==> src/core/stm_pkg.sv <==
package stm_pkg;
    localparam logic [2:0] ADDR_CTL0 = 3'h0;
    localparam logic [2:0] ADDR_CTL1 = 3'h1;
    localparam logic [2:0] ADDR_CNT_LO = 3'h2;
    localparam logic [2:0] ADDR_CNT_HI = 3'h3;
    localparam logic [2:0] ADDR_CMPA_LO = 3'h4;
    localparam logic [2:0] ADDR_CMPA_HI = 3'h5;
    localparam logic [2:0] ADDR_CMPP = 3'h6;
    localparam logic [2:0] ADDR_FLAGS = 3'h7;
    localparam int PAUSE_BIT = 7;
    localparam int CLKSEL_MSB = 6;
    localparam int CLKSEL_LSB = 4;
    localparam int ON_BIT = 3;
    localparam int MODE_MSB = 7;
    localparam int MODE_LSB = 6;
    localparam int PINFN_MSB = 5;
    localparam int PINFN_LSB = 4;
    localparam int INIT_LEVEL_BIT = 3;
    localparam int POLARITY_BIT = 2;
    localparam int SWAP_BIT = 1;
    localparam int CLEAR_SEL_BIT = 0;
    localparam int FLAG_A_BIT = 0;
    localparam int FLAG_P_BIT = 1;
    localparam logic [7:0] CTL0_WRITE_MASK = 8'hf8;
    localparam logic [7:0] BYTE_RESET = 8'h00;
    localparam logic [15:0] WORD_RESET = 16'h0000;
    localparam logic [15:0] WORD_ONE = 16'h0001;
    localparam logic [16:0] FULL_PERIOD = 17'h10000;
    localparam logic [5:0] DIV4_MASK = 6'h03;
    localparam logic [5:0] DIV8_MASK = 6'h07;
    localparam logic [5:0] DIV16_MASK = 6'h0f;
    localparam logic [5:0] DIV64_MASK = 6'h3f;
    typedef enum logic [1:0] {
        STM_MODE_COMPARE = 2'b00,
        STM_MODE_CAPTURE = 2'b01,
        STM_MODE_PWM = 2'b10,
        STM_MODE_TIMER = 2'b11
    } stm_mode_e;
    localparam logic [1:0] PIN_CODE_0 = 2'b00;
    localparam logic [1:0] PIN_CODE_1 = 2'b01;
    localparam logic [1:0] PIN_CODE_2 = 2'b10;
    localparam logic [1:0] PIN_CODE_3 = 2'b11;
    typedef enum logic [2:0] {
        STM_CLK_SYS_DIV4 = 3'b000,
        STM_CLK_SYS = 3'b001,
        STM_CLK_HIGH_DIV16 = 3'b010,
        STM_CLK_HIGH_DIV64 = 3'b011,
        STM_CLK_SUB = 3'b100,
        STM_CLK_HIGH_DIV8 = 3'b101,
        STM_CLK_PIN_RISE = 3'b110,
        STM_CLK_PIN_FALL = 3'b111
    } stm_clk_e;
endpackage

==> src/core/stm_timer.sv <==
// Implementation choices: the address-and-strobe port and the address map.
`timescale 1ns/1ps
`default_nettype none
module stm_timer (
    // Clock and reset
    input wire logic ref_clk_in,
    input wire logic sys_rst_in,
    // Register port
    input wire logic [2:0] reg_addr_in,
    input wire logic [7:0] reg_wr_data_in,
    input wire logic reg_wr_in,
    input wire logic reg_rd_in,
    output logic [7:0] reg_rd_data_out,
    // Pins
    input wire logic external_count_pin_in,
    input wire logic sub_clock_in,
    input wire logic capture_input_pin_in,
    output logic timer_output_pin_out,
    output logic timer_output_pin_oe_out,
    // Status
    output logic compare_a_flag_out,
    output logic compare_p_flag_out
);
    logic [7:0] ctl0_reg;
    logic [7:0] ctl1_reg;
    logic [15:0] cnt_reg;
    logic [15:0] cmpa_reg;
    logic [7:0] cmpp_reg;
    logic [7:0] byte_buf_reg;
    logic on_prev_reg;
    logic [5:0] presc_reg;
    logic [2:0] sync1_reg;
    logic [2:0] sync2_reg;
    logic [2:0] prev_reg;
    logic level_reg;
    logic [7:0] rd_data_next;

    function automatic logic presc_tick(input logic [5:0] cnt, input logic [5:0] mask);
        presc_tick = (cnt & mask) == mask;
    endfunction

    stm_pkg::stm_mode_e mode;
    logic [1:0] pin_fn;
    logic on_bit, pause, init_level, polarity, swap, clear_sel;
    logic on_rise, count_tick, tick_run;
    logic [15:0] inc;
    logic match_a, match_p, clear_hit, cap_event;
    logic wr_ctl0, wr_flags, rd_cnt_hi, rd_cmpa_hi, wr_cmpa_lo, wr_cmpa_hi;
    logic [16:0] pval, aval, period, duty;
    logic pwm_active, act, pin_next, oe_next, single_end;
    logic ext_rise, ext_fall, sub_rise, cap_rise, cap_fall;

    assign mode = stm_pkg::stm_mode_e'(ctl1_reg[stm_pkg::MODE_MSB:stm_pkg::MODE_LSB]);
    assign pin_fn = ctl1_reg[stm_pkg::PINFN_MSB:stm_pkg::PINFN_LSB];
    assign on_bit = ctl0_reg[stm_pkg::ON_BIT];
    assign pause = ctl0_reg[stm_pkg::PAUSE_BIT];
    assign init_level = ctl1_reg[stm_pkg::INIT_LEVEL_BIT];
    assign polarity = ctl1_reg[stm_pkg::POLARITY_BIT];
    assign swap = ctl1_reg[stm_pkg::SWAP_BIT];
    assign clear_sel = ctl1_reg[stm_pkg::CLEAR_SEL_BIT];
    assign on_rise = on_bit && !on_prev_reg;

    assign wr_ctl0 = reg_wr_in && reg_addr_in == stm_pkg::ADDR_CTL0;
    assign wr_flags = reg_wr_in && reg_addr_in == stm_pkg::ADDR_FLAGS;
    assign wr_cmpa_lo = reg_wr_in && reg_addr_in == stm_pkg::ADDR_CMPA_LO;
    assign wr_cmpa_hi = reg_wr_in && reg_addr_in == stm_pkg::ADDR_CMPA_HI;
    assign rd_cnt_hi = reg_rd_in && reg_addr_in == stm_pkg::ADDR_CNT_HI;
    assign rd_cmpa_hi = reg_rd_in && reg_addr_in == stm_pkg::ADDR_CMPA_HI;

    // Pin inputs pass two flip-flops; the third stage only feeds edge detection.
    always_ff @(posedge ref_clk_in or posedge sys_rst_in) begin
        if (sys_rst_in) begin
            sync1_reg <= 3'h0;
            sync2_reg <= 3'h0;
            prev_reg <= 3'h0;
        end else begin
            sync1_reg <= {capture_input_pin_in, sub_clock_in, external_count_pin_in};
            sync2_reg <= sync1_reg;
            prev_reg <= sync2_reg;
        end
    end

    assign ext_rise = sync2_reg[0] && !prev_reg[0];
    assign ext_fall = !sync2_reg[0] && prev_reg[0];
    assign sub_rise = sync2_reg[1] && !prev_reg[1];
    assign cap_rise = sync2_reg[2] && !prev_reg[2];
    assign cap_fall = !sync2_reg[2] && prev_reg[2];

    always_ff @(posedge ref_clk_in or posedge sys_rst_in) begin
        if (sys_rst_in) begin
            presc_reg <= 6'h00;
        end else begin
            presc_reg <= presc_reg + 6'h01;
        end
    end

    always_comb begin
        unique case (stm_pkg::stm_clk_e'(ctl0_reg[stm_pkg::CLKSEL_MSB:stm_pkg::CLKSEL_LSB]))
            stm_pkg::STM_CLK_SYS_DIV4: count_tick = presc_tick(presc_reg, stm_pkg::DIV4_MASK);
            stm_pkg::STM_CLK_SYS: count_tick = 1'b1;
            stm_pkg::STM_CLK_HIGH_DIV16: count_tick = presc_tick(presc_reg, stm_pkg::DIV16_MASK);
            stm_pkg::STM_CLK_HIGH_DIV64: count_tick = presc_tick(presc_reg, stm_pkg::DIV64_MASK);
            stm_pkg::STM_CLK_SUB: count_tick = sub_rise;
            stm_pkg::STM_CLK_HIGH_DIV8: count_tick = presc_tick(presc_reg, stm_pkg::DIV8_MASK);
            stm_pkg::STM_CLK_PIN_RISE: count_tick = ext_rise;
            stm_pkg::STM_CLK_PIN_FALL: count_tick = ext_fall;
        endcase
    end

    // Pause and off gate the count clock.
    assign tick_run = on_bit && !on_rise && !pause && count_tick;
    assign inc = cnt_reg + stm_pkg::WORD_ONE;
    assign match_a = tick_run && mode != stm_pkg::STM_MODE_CAPTURE && inc == cmpa_reg;
    // P compares the upper byte; zero matches at overflow.
    assign match_p = tick_run && inc[15:8] == cmpp_reg && inc[7:0] == stm_pkg::BYTE_RESET;

    // Clear source; PWM and capture ignore clear select.
    always_comb begin
        unique case (mode)
            stm_pkg::STM_MODE_COMPARE, stm_pkg::STM_MODE_TIMER: begin
                clear_hit = clear_sel ? match_a : match_p;
            end
            stm_pkg::STM_MODE_PWM: begin
                clear_hit = swap ? match_a : match_p;
            end
            stm_pkg::STM_MODE_CAPTURE: begin
                clear_hit = match_p;
            end
        endcase
    end

    always_comb begin
        unique case (pin_fn)
            stm_pkg::PIN_CODE_0: cap_event = cap_rise;
            stm_pkg::PIN_CODE_1: cap_event = cap_fall;
            stm_pkg::PIN_CODE_2: cap_event = cap_rise || cap_fall;
            stm_pkg::PIN_CODE_3: cap_event = 1'b0;
        endcase
    end

    assign single_end = mode == stm_pkg::STM_MODE_PWM && pin_fn == stm_pkg::PIN_CODE_3 && match_a;

    // Low control bits are not stored.
    always_ff @(posedge ref_clk_in or posedge sys_rst_in) begin
        if (sys_rst_in) begin
            ctl0_reg <= stm_pkg::BYTE_RESET;
        end else if (wr_ctl0) begin
            ctl0_reg <= reg_wr_data_in & stm_pkg::CTL0_WRITE_MASK;
        end else if (single_end) begin
            ctl0_reg[stm_pkg::ON_BIT] <= 1'b0;
        end
    end

    always_ff @(posedge ref_clk_in or posedge sys_rst_in) begin
        if (sys_rst_in) begin
            ctl1_reg <= stm_pkg::BYTE_RESET;
            cmpp_reg <= stm_pkg::BYTE_RESET;
        end else if (reg_wr_in) begin
            if (reg_addr_in == stm_pkg::ADDR_CTL1) begin
                ctl1_reg <= reg_wr_data_in;
            end
            if (reg_addr_in == stm_pkg::ADDR_CMPP) begin
                cmpp_reg <= reg_wr_data_in;
            end
        end
    end

    always_ff @(posedge ref_clk_in or posedge sys_rst_in) begin
        if (sys_rst_in) begin
            on_prev_reg <= 1'b0;
        end else begin
            on_prev_reg <= on_bit;
        end
    end

    // Start clears the counter; stop keeps it; one step per tick.
    always_ff @(posedge ref_clk_in or posedge sys_rst_in) begin
        if (sys_rst_in) begin
            cnt_reg <= stm_pkg::WORD_RESET;
        end else if (on_rise) begin
            cnt_reg <= stm_pkg::WORD_RESET;
        end else if (tick_run) begin
            cnt_reg <= clear_hit ? stm_pkg::WORD_RESET : inc;
        end
    end

    // Compare A pair; high byte write moves the buffered low byte.
    always_ff @(posedge ref_clk_in or posedge sys_rst_in) begin
        if (sys_rst_in) begin
            cmpa_reg <= stm_pkg::WORD_RESET;
        end else if (mode == stm_pkg::STM_MODE_CAPTURE && on_bit && cap_event) begin
            cmpa_reg <= cnt_reg;
        end else if (wr_cmpa_hi) begin
            cmpa_reg <= {reg_wr_data_in, byte_buf_reg};
        end
    end

    always_ff @(posedge ref_clk_in or posedge sys_rst_in) begin
        if (sys_rst_in) begin
            byte_buf_reg <= stm_pkg::BYTE_RESET;
        end else if (wr_cmpa_lo) begin
            byte_buf_reg <= reg_wr_data_in;
        end else if (rd_cnt_hi) begin
            byte_buf_reg <= cnt_reg[7:0];
        end else if (rd_cmpa_hi) begin
            byte_buf_reg <= cmpa_reg[7:0];
        end
    end

    // Separate flags; set wins over a software clear.
    always_ff @(posedge ref_clk_in or posedge sys_rst_in) begin
        if (sys_rst_in) begin
            compare_a_flag_out <= 1'b0;
            compare_p_flag_out <= 1'b0;
        end else begin
            if (match_a || (mode == stm_pkg::STM_MODE_CAPTURE && on_bit && cap_event)) begin
                compare_a_flag_out <= 1'b1;
            end else if (wr_flags && reg_wr_data_in[stm_pkg::FLAG_A_BIT]) begin
                compare_a_flag_out <= 1'b0;
            end
            if (match_p && !(clear_sel && (mode == stm_pkg::STM_MODE_COMPARE ||
                                           mode == stm_pkg::STM_MODE_TIMER))) begin
                compare_p_flag_out <= 1'b1;
            end else if (wr_flags && reg_wr_data_in[stm_pkg::FLAG_P_BIT]) begin
                compare_p_flag_out <= 1'b0;
            end
        end
    end

    // Start restores the initial level; A match acts; same level holds.
    always_ff @(posedge ref_clk_in or posedge sys_rst_in) begin
        if (sys_rst_in) begin
            level_reg <= 1'b0;
        end else if (mode == stm_pkg::STM_MODE_COMPARE) begin
            if (on_rise) begin
                level_reg <= init_level;
            end else if (match_a) begin
                unique case (pin_fn)
                    stm_pkg::PIN_CODE_0: level_reg <= level_reg;
                    stm_pkg::PIN_CODE_1: level_reg <= 1'b0;
                    stm_pkg::PIN_CODE_2: level_reg <= 1'b1;
                    stm_pkg::PIN_CODE_3: level_reg <= !level_reg;
                endcase
            end
        end
    end

    // Period and duty roles; duty at or over period stays active.
    assign pval = (cmpp_reg == stm_pkg::BYTE_RESET) ? stm_pkg::FULL_PERIOD :
                  {1'b0, cmpp_reg, stm_pkg::BYTE_RESET};
    assign aval = {1'b0, cmpa_reg};
    assign period = swap ? aval : pval;
    assign duty = swap ? pval : aval;
    assign pwm_active = (duty >= period) || ({1'b0, cnt_reg} < duty);

    // PWM pin functions; active level; polarity; timer undriven.
    always_comb begin
        unique case (pin_fn)
            stm_pkg::PIN_CODE_0: act = 1'b0;
            stm_pkg::PIN_CODE_1: act = 1'b1;
            stm_pkg::PIN_CODE_2: act = on_bit && pwm_active;
            stm_pkg::PIN_CODE_3: act = on_bit;
        endcase
        pin_next = 1'b0;
        oe_next = 1'b0;
        if (mode == stm_pkg::STM_MODE_COMPARE) begin
            pin_next = level_reg ^ polarity;
            oe_next = 1'b1;
        end else if (mode == stm_pkg::STM_MODE_PWM) begin
            pin_next = (act ? init_level : !init_level) ^ polarity;
            oe_next = 1'b1;
        end
    end

    always_ff @(posedge ref_clk_in or posedge sys_rst_in) begin
        if (sys_rst_in) begin
            timer_output_pin_out <= 1'b0;
            timer_output_pin_oe_out <= 1'b0;
        end else begin
            timer_output_pin_out <= pin_next;
            timer_output_pin_oe_out <= oe_next;
        end
    end

    // Counter bytes; low bytes read through the buffer.
    always_comb begin
        rd_data_next = stm_pkg::BYTE_RESET;
        if (reg_rd_in) begin
            unique case (reg_addr_in)
                stm_pkg::ADDR_CTL0: rd_data_next = ctl0_reg;
                stm_pkg::ADDR_CTL1: rd_data_next = ctl1_reg;
                stm_pkg::ADDR_CNT_LO: rd_data_next = byte_buf_reg;
                stm_pkg::ADDR_CNT_HI: rd_data_next = cnt_reg[15:8];
                stm_pkg::ADDR_CMPA_LO: rd_data_next = byte_buf_reg;
                stm_pkg::ADDR_CMPA_HI: rd_data_next = cmpa_reg[15:8];
                stm_pkg::ADDR_CMPP: rd_data_next = cmpp_reg;
                stm_pkg::ADDR_FLAGS: begin
                    rd_data_next = {6'h00, compare_p_flag_out, compare_a_flag_out};
                end
            endcase
        end
    end

    always_ff @(posedge ref_clk_in or posedge sys_rst_in) begin
        if (sys_rst_in) begin
            reg_rd_data_out <= stm_pkg::BYTE_RESET;
        end else begin
            reg_rd_data_out <= rd_data_next;
        end
    end
endmodule
`default_nettype wire

==> config.mk <==
export PLATFORM = sky130hd
export DESIGN_NAME = stm_timer
export DESIGN_NICKNAME = d
export VERILOG_FILES = /design/src/core/stm_pkg.sv /design/src/core/stm_timer.sv
export SDC_FILE = /design/constraint.sdc
export NUM_CORES = 1
export LEC_CHECK = 0
export BUFFER_PORTS_ARGS = -buffer_cell sky130_fd_sc_hd__buf_2
export CAP_MARGIN = 20
export CORE_MARGIN = 2
export CORE_UTILIZATION = 55
export CTS_CLUSTER_DIAMETER = 40
export CTS_CLUSTER_SIZE = 16
export DETAILED_ROUTE_END_ITERATION = 10
export PLACE_DENSITY = 0.75
export SLEW_MARGIN = 20
export SYNTH_ARGS = -nofsm -noshare
export SYNTH_HDL_FRONTEND = slang
export SYNTH_SLANG_ARGS = --single-unit
==> constraint.sdc <==
create_clock -name ref_clk_in -period 2.9 [get_ports ref_clk_in]
set_clock_uncertainty 0.05 [all_clocks]
set_input_delay 0.725 -clock ref_clk_in [delete_from_list [all_inputs] [get_ports ref_clk_in]]
set_output_delay 0.725 -clock ref_clk_in [all_outputs]
set_load 0.01 [all_outputs]
======== After elaboration in Yosys (flattened, before gate mapping) ========
Cells that the tools add are included.
word-level totals
  output and inout port bits .............. 12
  flip-flop bits (word level) ............. 90
  bits of input ports ..................... 18
  word-level logic and storage cells ...... 146
cells by class
  equality and inequality tests ........... 28
  mux-type cells .......................... 33
  $lt $le $gt $ge ......................... 2
  bitwise operators ....................... 2
  $add $sub $neg .......................... 2
  reductions and logical operators ........ 61
operators by type and width
  operator               number
  $mux 16                5
  $pmux 8 s7             1
  $mux 17                3
  $mux 8                 4
  $logic_and 1x1->1      28
  $eq 3x3->1 const B     9
  $ge 17x17->1           1
  $lt 16x17->1           1
  $add 16x1->16 const B  1
  $eq 16x16->1           1
  $logic_not 8->1        2
  $mux 1                 15
  $eq 3x2->1 const B     4
  $reduce_bool 2->1      6
  $logic_not 1->1        11
  $eq 2x2->1 const B     5
  $eq 8x8->1             1
  $pmux 1 s4             2
  $pmux 1 s8             1
  $add 6x1->6 const B    1
  $eq 3x1->1 const B     2
  $eq 6x6->1 const B     1
  $logic_not 3->1        2
  $pmux 1 s3             2
  other kinds (11)       19

======== Longest topological paths before layout ========
  word-level depth ........................ 13
  gate-level depth with buffers ........... 12
  depth with buffers taken out ............ 11

======== Worst setup path before layout ========
OpenSTA, ideal clock, no wires.
  path type ............................... register -> register
  start ................................... reg ctl1_reg[1]
  end ..................................... reg timer_output_pin_out
  path slack .............................. -0.163 ns
  data required time ...................... 2.729 ns
  buffers on the path ..................... 2
  period minus slack after synthesis ...... 3.063 ns
  arrival time ............................ 2.893 ns
  cell stages (with the launch flop) ...... 13
  library setup time ...................... 0.121 ns
  cells stage by stage .................... dfrtp_1 > clkbuf_1 > clkbuf_1 > mux2i_1 > ha_1 > a21o_1 > a21oi_1 > o21ai_0 > and2_1 > o41ai_1 > a31oi_1 > xnor3_1 > a22o_1
on the way
  word-level cells in the longest chain between the ends .. 9
  elaborated cells on any way between the ends .. 11
ends and longest elaborated chain
  element                                              RTL line                            text
  start: declaration                                   stm_timer.sv:25                     logic [7:0] ctl1_reg;
  start signal: assignment                             stm_timer.sv:156                    ctl1_reg <= stm_pkg::BYTE_RESET;
  start signal: assignment                             stm_timer.sv:160                    ctl1_reg <= reg_wr_data_in;
  $mux 17 (on tied branches)                           stm_timer.sv:253, stm_timer.sv:252
  $ge 17x17->1 / $lt 16x17->1 (equally long branches)  stm_timer.sv:254                    assign pwm_active = (duty >= period) || ({1'b0, cnt_reg} < duty);
  $logic_or 1x1->1 *                                   stm_timer.sv:254
  $logic_and 1x1->1 *                                  stm_timer.sv:261                    stm_pkg::PIN_CODE_2: act = on_bit && pwm_active;
  $pmux 1 s4 *                                         stm_timer.sv:258                    unique case (pin_fn)
  $mux 1 *                                             stm_timer.sv:270                    pin_next = (act ? init_level : !init_level) ^ polarity;
  $xor 1x1->1 *                                        stm_timer.sv:270
  $mux 1 *                                             stm_timer.sv:269                    end else if (mode == stm_pkg::STM_MODE_PWM) begin
  $mux 1 *                                             stm_timer.sv:266                    if (mode == stm_pkg::STM_MODE_COMPARE) begin
  net pin_next                                         stm_timer.sv:50                     logic pwm_active, act, pin_next, oe_next, single_end;
  end signal: assignment                               stm_timer.sv:280                    timer_output_pin_out <= pin_next;
  end: declaration                                     stm_timer.sv:18                     output logic timer_output_pin_out,
The timed path passes the listed nets; every way through them passes the cells marked *.
A chain may end at the register's enable or synchronous reset.

======== Final worst setup path ========
Ends and elaborated chain as after synthesis.

==> results by group <==
Power
  • Net Sw Power: 2.00 mW
  • Net Sw Frac: 38.4%
  • Pleak: 3.55 nW
  • Total power: 5.22 mW
  • PD cells: 668 nW/um^2
  • Comb pwr share: 42.0%
  • Part of the power in the clock network: 23.5%
  • Worst VDD drop: 464 uV
  • Pint: 3.22 mW
  • Sequential power share: 34.5%

Timing
  • Final Critical Period: 2820 ps
  • Hold Fails Final Rpt: 0
  • Setup WS post-layout: 81.1 ps
  • Slew Limit Fails: 0
  • Highest clock rate: 0.355 GHz
  • Final period util: 97.2%
  • Slew @ Worst Pin: 594 ps
  • Setup violators final: 0
  • Slew headroom: 60.3%

Worst setup path
  • WP data required: 3100 ps
  • Worst-path fanout max: 8
  • Startpoint types: register
  • Worst Path Class, Setup: register to register
  • FF-to-FF path depth: 12
  • Worst setup EP type: register
  • Origin of the critical flop-to-flop path: ctl1_reg[1]$_DFFE_PP0P_
  • Flop2flop setup slack: 80 ps
  • CP arrival: 3020 ps
  • Reg2Reg Capture Point: timer_output_pin_out$_DFF_PP0_

Logic synthesis
  • Synth top area share: 35.4%
  • Asr flop ratio synth: 100%
  • Leading area contributor after synthesis: dfrtp_1
  • Mapped cell area: 6360 um^2
  • Sequential area share after synthesis: 35.4%
  • Synth cell types: 72
  • Count leader, synth: dfrtp_1
  • Post-Syn Area per Cell: 9.27 um^2
  • Synth warn: 0
  • Top cells by area, synth: dfrtp_1 35%, ha_1 6.3%, mux2i_1 4.7%
  • Leading register cell type out of synthesis: dfrtp_1
  • Post-synth EDFFs: 0
  • Top cells by count, synth: 90 x dfrtp_1, 61 x nand2_1, 44 x o21ai_0, 43 x nor2_1, 35 x a21oi_1
  • Syn Nets: 736
  • Flops & latches, synth: 90
  • Synthesized instance count: 686

CTS
  • Clock buffer depth: 2
  • H-Tree Depth: 3
  • Clk Latency, worst-skew pair: 360 ps
  • Hold Buf Count CTS: 0
  • CTS tree: yes
  • CTS buffer count: 9
  • Clk slew on worst S/H paths: 70 ps
  • CTS root buffer: clkbuf_16
  • CTS Sinks: 90

Detailed routing
  • Routed WL per cell: 21.5 um
  • Drt total wl: 19600 um
  • Vias/cell: 6.46
  • Starting DRC count in detailed routing: 701
  • Via count: 5882
  • Routed Antenna Nets: 0
  • Drt pass-1 iters: 5
  • Drt drc: 0

Cells and area
  • Share of layout cells above drive strength 1: 29.7%
  • Layout Nets: 813
  • Non-Filler Instances: 911
  • # diodes: 0
  • Final Util: 68.7%
  • Synthesis-to-finish area growth: 22.9%

Hold path
  • Hold path endpoint: sync2_reg[0]$_DFF_PP0_
  • WHS Path Cells: 0
  • Worst hold path type: register to register
  • Hold Crit Start: sync1_reg[0]$_DFF_PP0_

Die
  • Core ar.: 11400 um^2
  • IO Count: 30
  • Full die area: 12400 um^2
  • FP Rows: 39
  • Die Y: 112 um
  • Die width: 112 um
  • Initial Utilization: 55.9%

GRT
  • Gr usage total: 30.6%
  • Vias in the first global route: 5563
  • Largest net degree at the start of global routing: 55
  • Global-route congestion overflow total: 0
  • Initial antenna violation count: 0
  • First-pass GRT wire length: 29600 um

Job
  • Max-Cap Viols: 0

Place
  • Port Buffers: 29
  • GP Congestion: 1.06
  • DP Worst Slack: -222 ps
  • Placed insts: 884
  • DP Wirelength: 14000 um

Status
  • Outcome: complete, no violations
[cells by family after synthesis]
logic type	count (synthesis)	synth area share (%)
xor+xnor	33	5.19
flops	90	35.4
fa+ha+maj	36	6.93
mux	57	9.56
simple gates	211	18.0
compound gates	177	19.5
buf+inv	82	5.37
[placed cells by master, fill, tap and decap left out, types with 8 or more instances in the layout]
cell type / instances
a21o_1: 8
a21oi_1: 34
a221o_1: 11
a221oi_1: 8
buf_2: 29
buf_4: 82
clkbuf_16: 9
dfrtp_1: 83
ha_1: 25
inv_1: 23
mux2_2: 20
mux2i_1: 30
nand2_1: 61
nand2b_1: 8
nand3_1: 10
nand4_1: 11
nor2_1: 41
nor2b_1: 17
o21ai_0: 42
o22ai_1: 9
xnor2_1: 20
xor2_1: 8
[critical path, stage by stage (launching register included)]
cell     delay (ps)
dfrtp_2         500
buf_8           170
buf_4           110
mux2i_1         170
ha_1            270
a21o_1          180
a21oi_1         140
o21ai_1          90
and2_1          160
o41ai_2         300
a31oi_1         140
xnor3_1         210
a22o_1          220
[layout make-up]
cell class	instances	area, um^2
tap	143	179
multi-input combinational	514	4090
fill	875	3560
inverter	29	116
clock inverter	6	73.8
clock buffer	10	229
timing repair buffer	119	867
sequential	90	2260
[repair_timing]
item | 4_1_cts | 5_1_grt
endpoints found under the setup margin | 9 | 18
pin swaps | 1 | 20
resized for setup | 9 | 70
cloned | 0 | 1
buffers inserted | 0 | 10
[per-layer routing]
metal | GRT usage [%] | vias to the layer above | share of wire, %
li1 | - | 2674 | -
met4 | 13.1 | 0 | 3.3
met5 | 0 | - | 0
met1 | 41.8 | 2891 | 42
met2 | 48.2 | 271 | 47
met3 | 5.33 | 46 | 8.1
[stage by stage]
| step | hold slack [ps] | TNS, ps | cell area (um^2) |
|---|---|---|---|
| after floorplan | 281 | 0 | 6370 |
| after global placement | 282 | -79.7 | 7070 |
| after detailed placement | 286 | -270 | 7070 |
| after CTS | 301 | 0 | 7400 |
| after global routing | 302 | -94.4 | 7810 |
| final | 301 | 0 | 7810 |
[worst max-delay path by stage]
stage | startpoint | endpoint | slack [ps] | cells after the start
2_1_floorplan | ctl1_reg[1]$_DFFE_PP0P_ | timer_output_pin_out$_DFF_PP0_ | 4 | 12
3_3_place_gp | ctl1_reg[1]$_DFFE_PP0P_ | timer_output_pin_out$_DFF_PP0_ | -80 | 11
3_5_place_dp | ctl1_reg[1]$_DFFE_PP0P_ | timer_output_pin_out$_DFF_PP0_ | -220 | 11
4_1_cts | cnt_reg[0]$_DFFE_PP0P_ | cnt_reg[11]$_DFFE_PP0P_ | 20 | 11
5_1_grt | ctl1_reg[1]$_DFFE_PP0P_ | timer_output_pin_out$_DFF_PP0_ | -70 | 12
6_report | ctl1_reg[1]$_DFFE_PP0P_ | timer_output_pin_out$_DFF_PP0_ | 80 | 12
[power groups by stage]
| stage | clock network (mW) | registers (mW) | logic (mW) |
|---|---|---|---|
| 2_1_floorplan | 0 | 1.75 | 1.24 |
| 3_3_place_gp | 0 | 1.79 | 1.86 |
| 3_5_place_dp | 0 | 1.80 | 1.91 |
| 4_1_cts | 1.23 | 1.78 | 1.93 |
| 5_1_grt | 1.28 | 1.82 | 2.37 |
| 6_report | 1.23 | 1.80 | 2.19 |
Note: power is estimated with default switching activity, not from simulation.
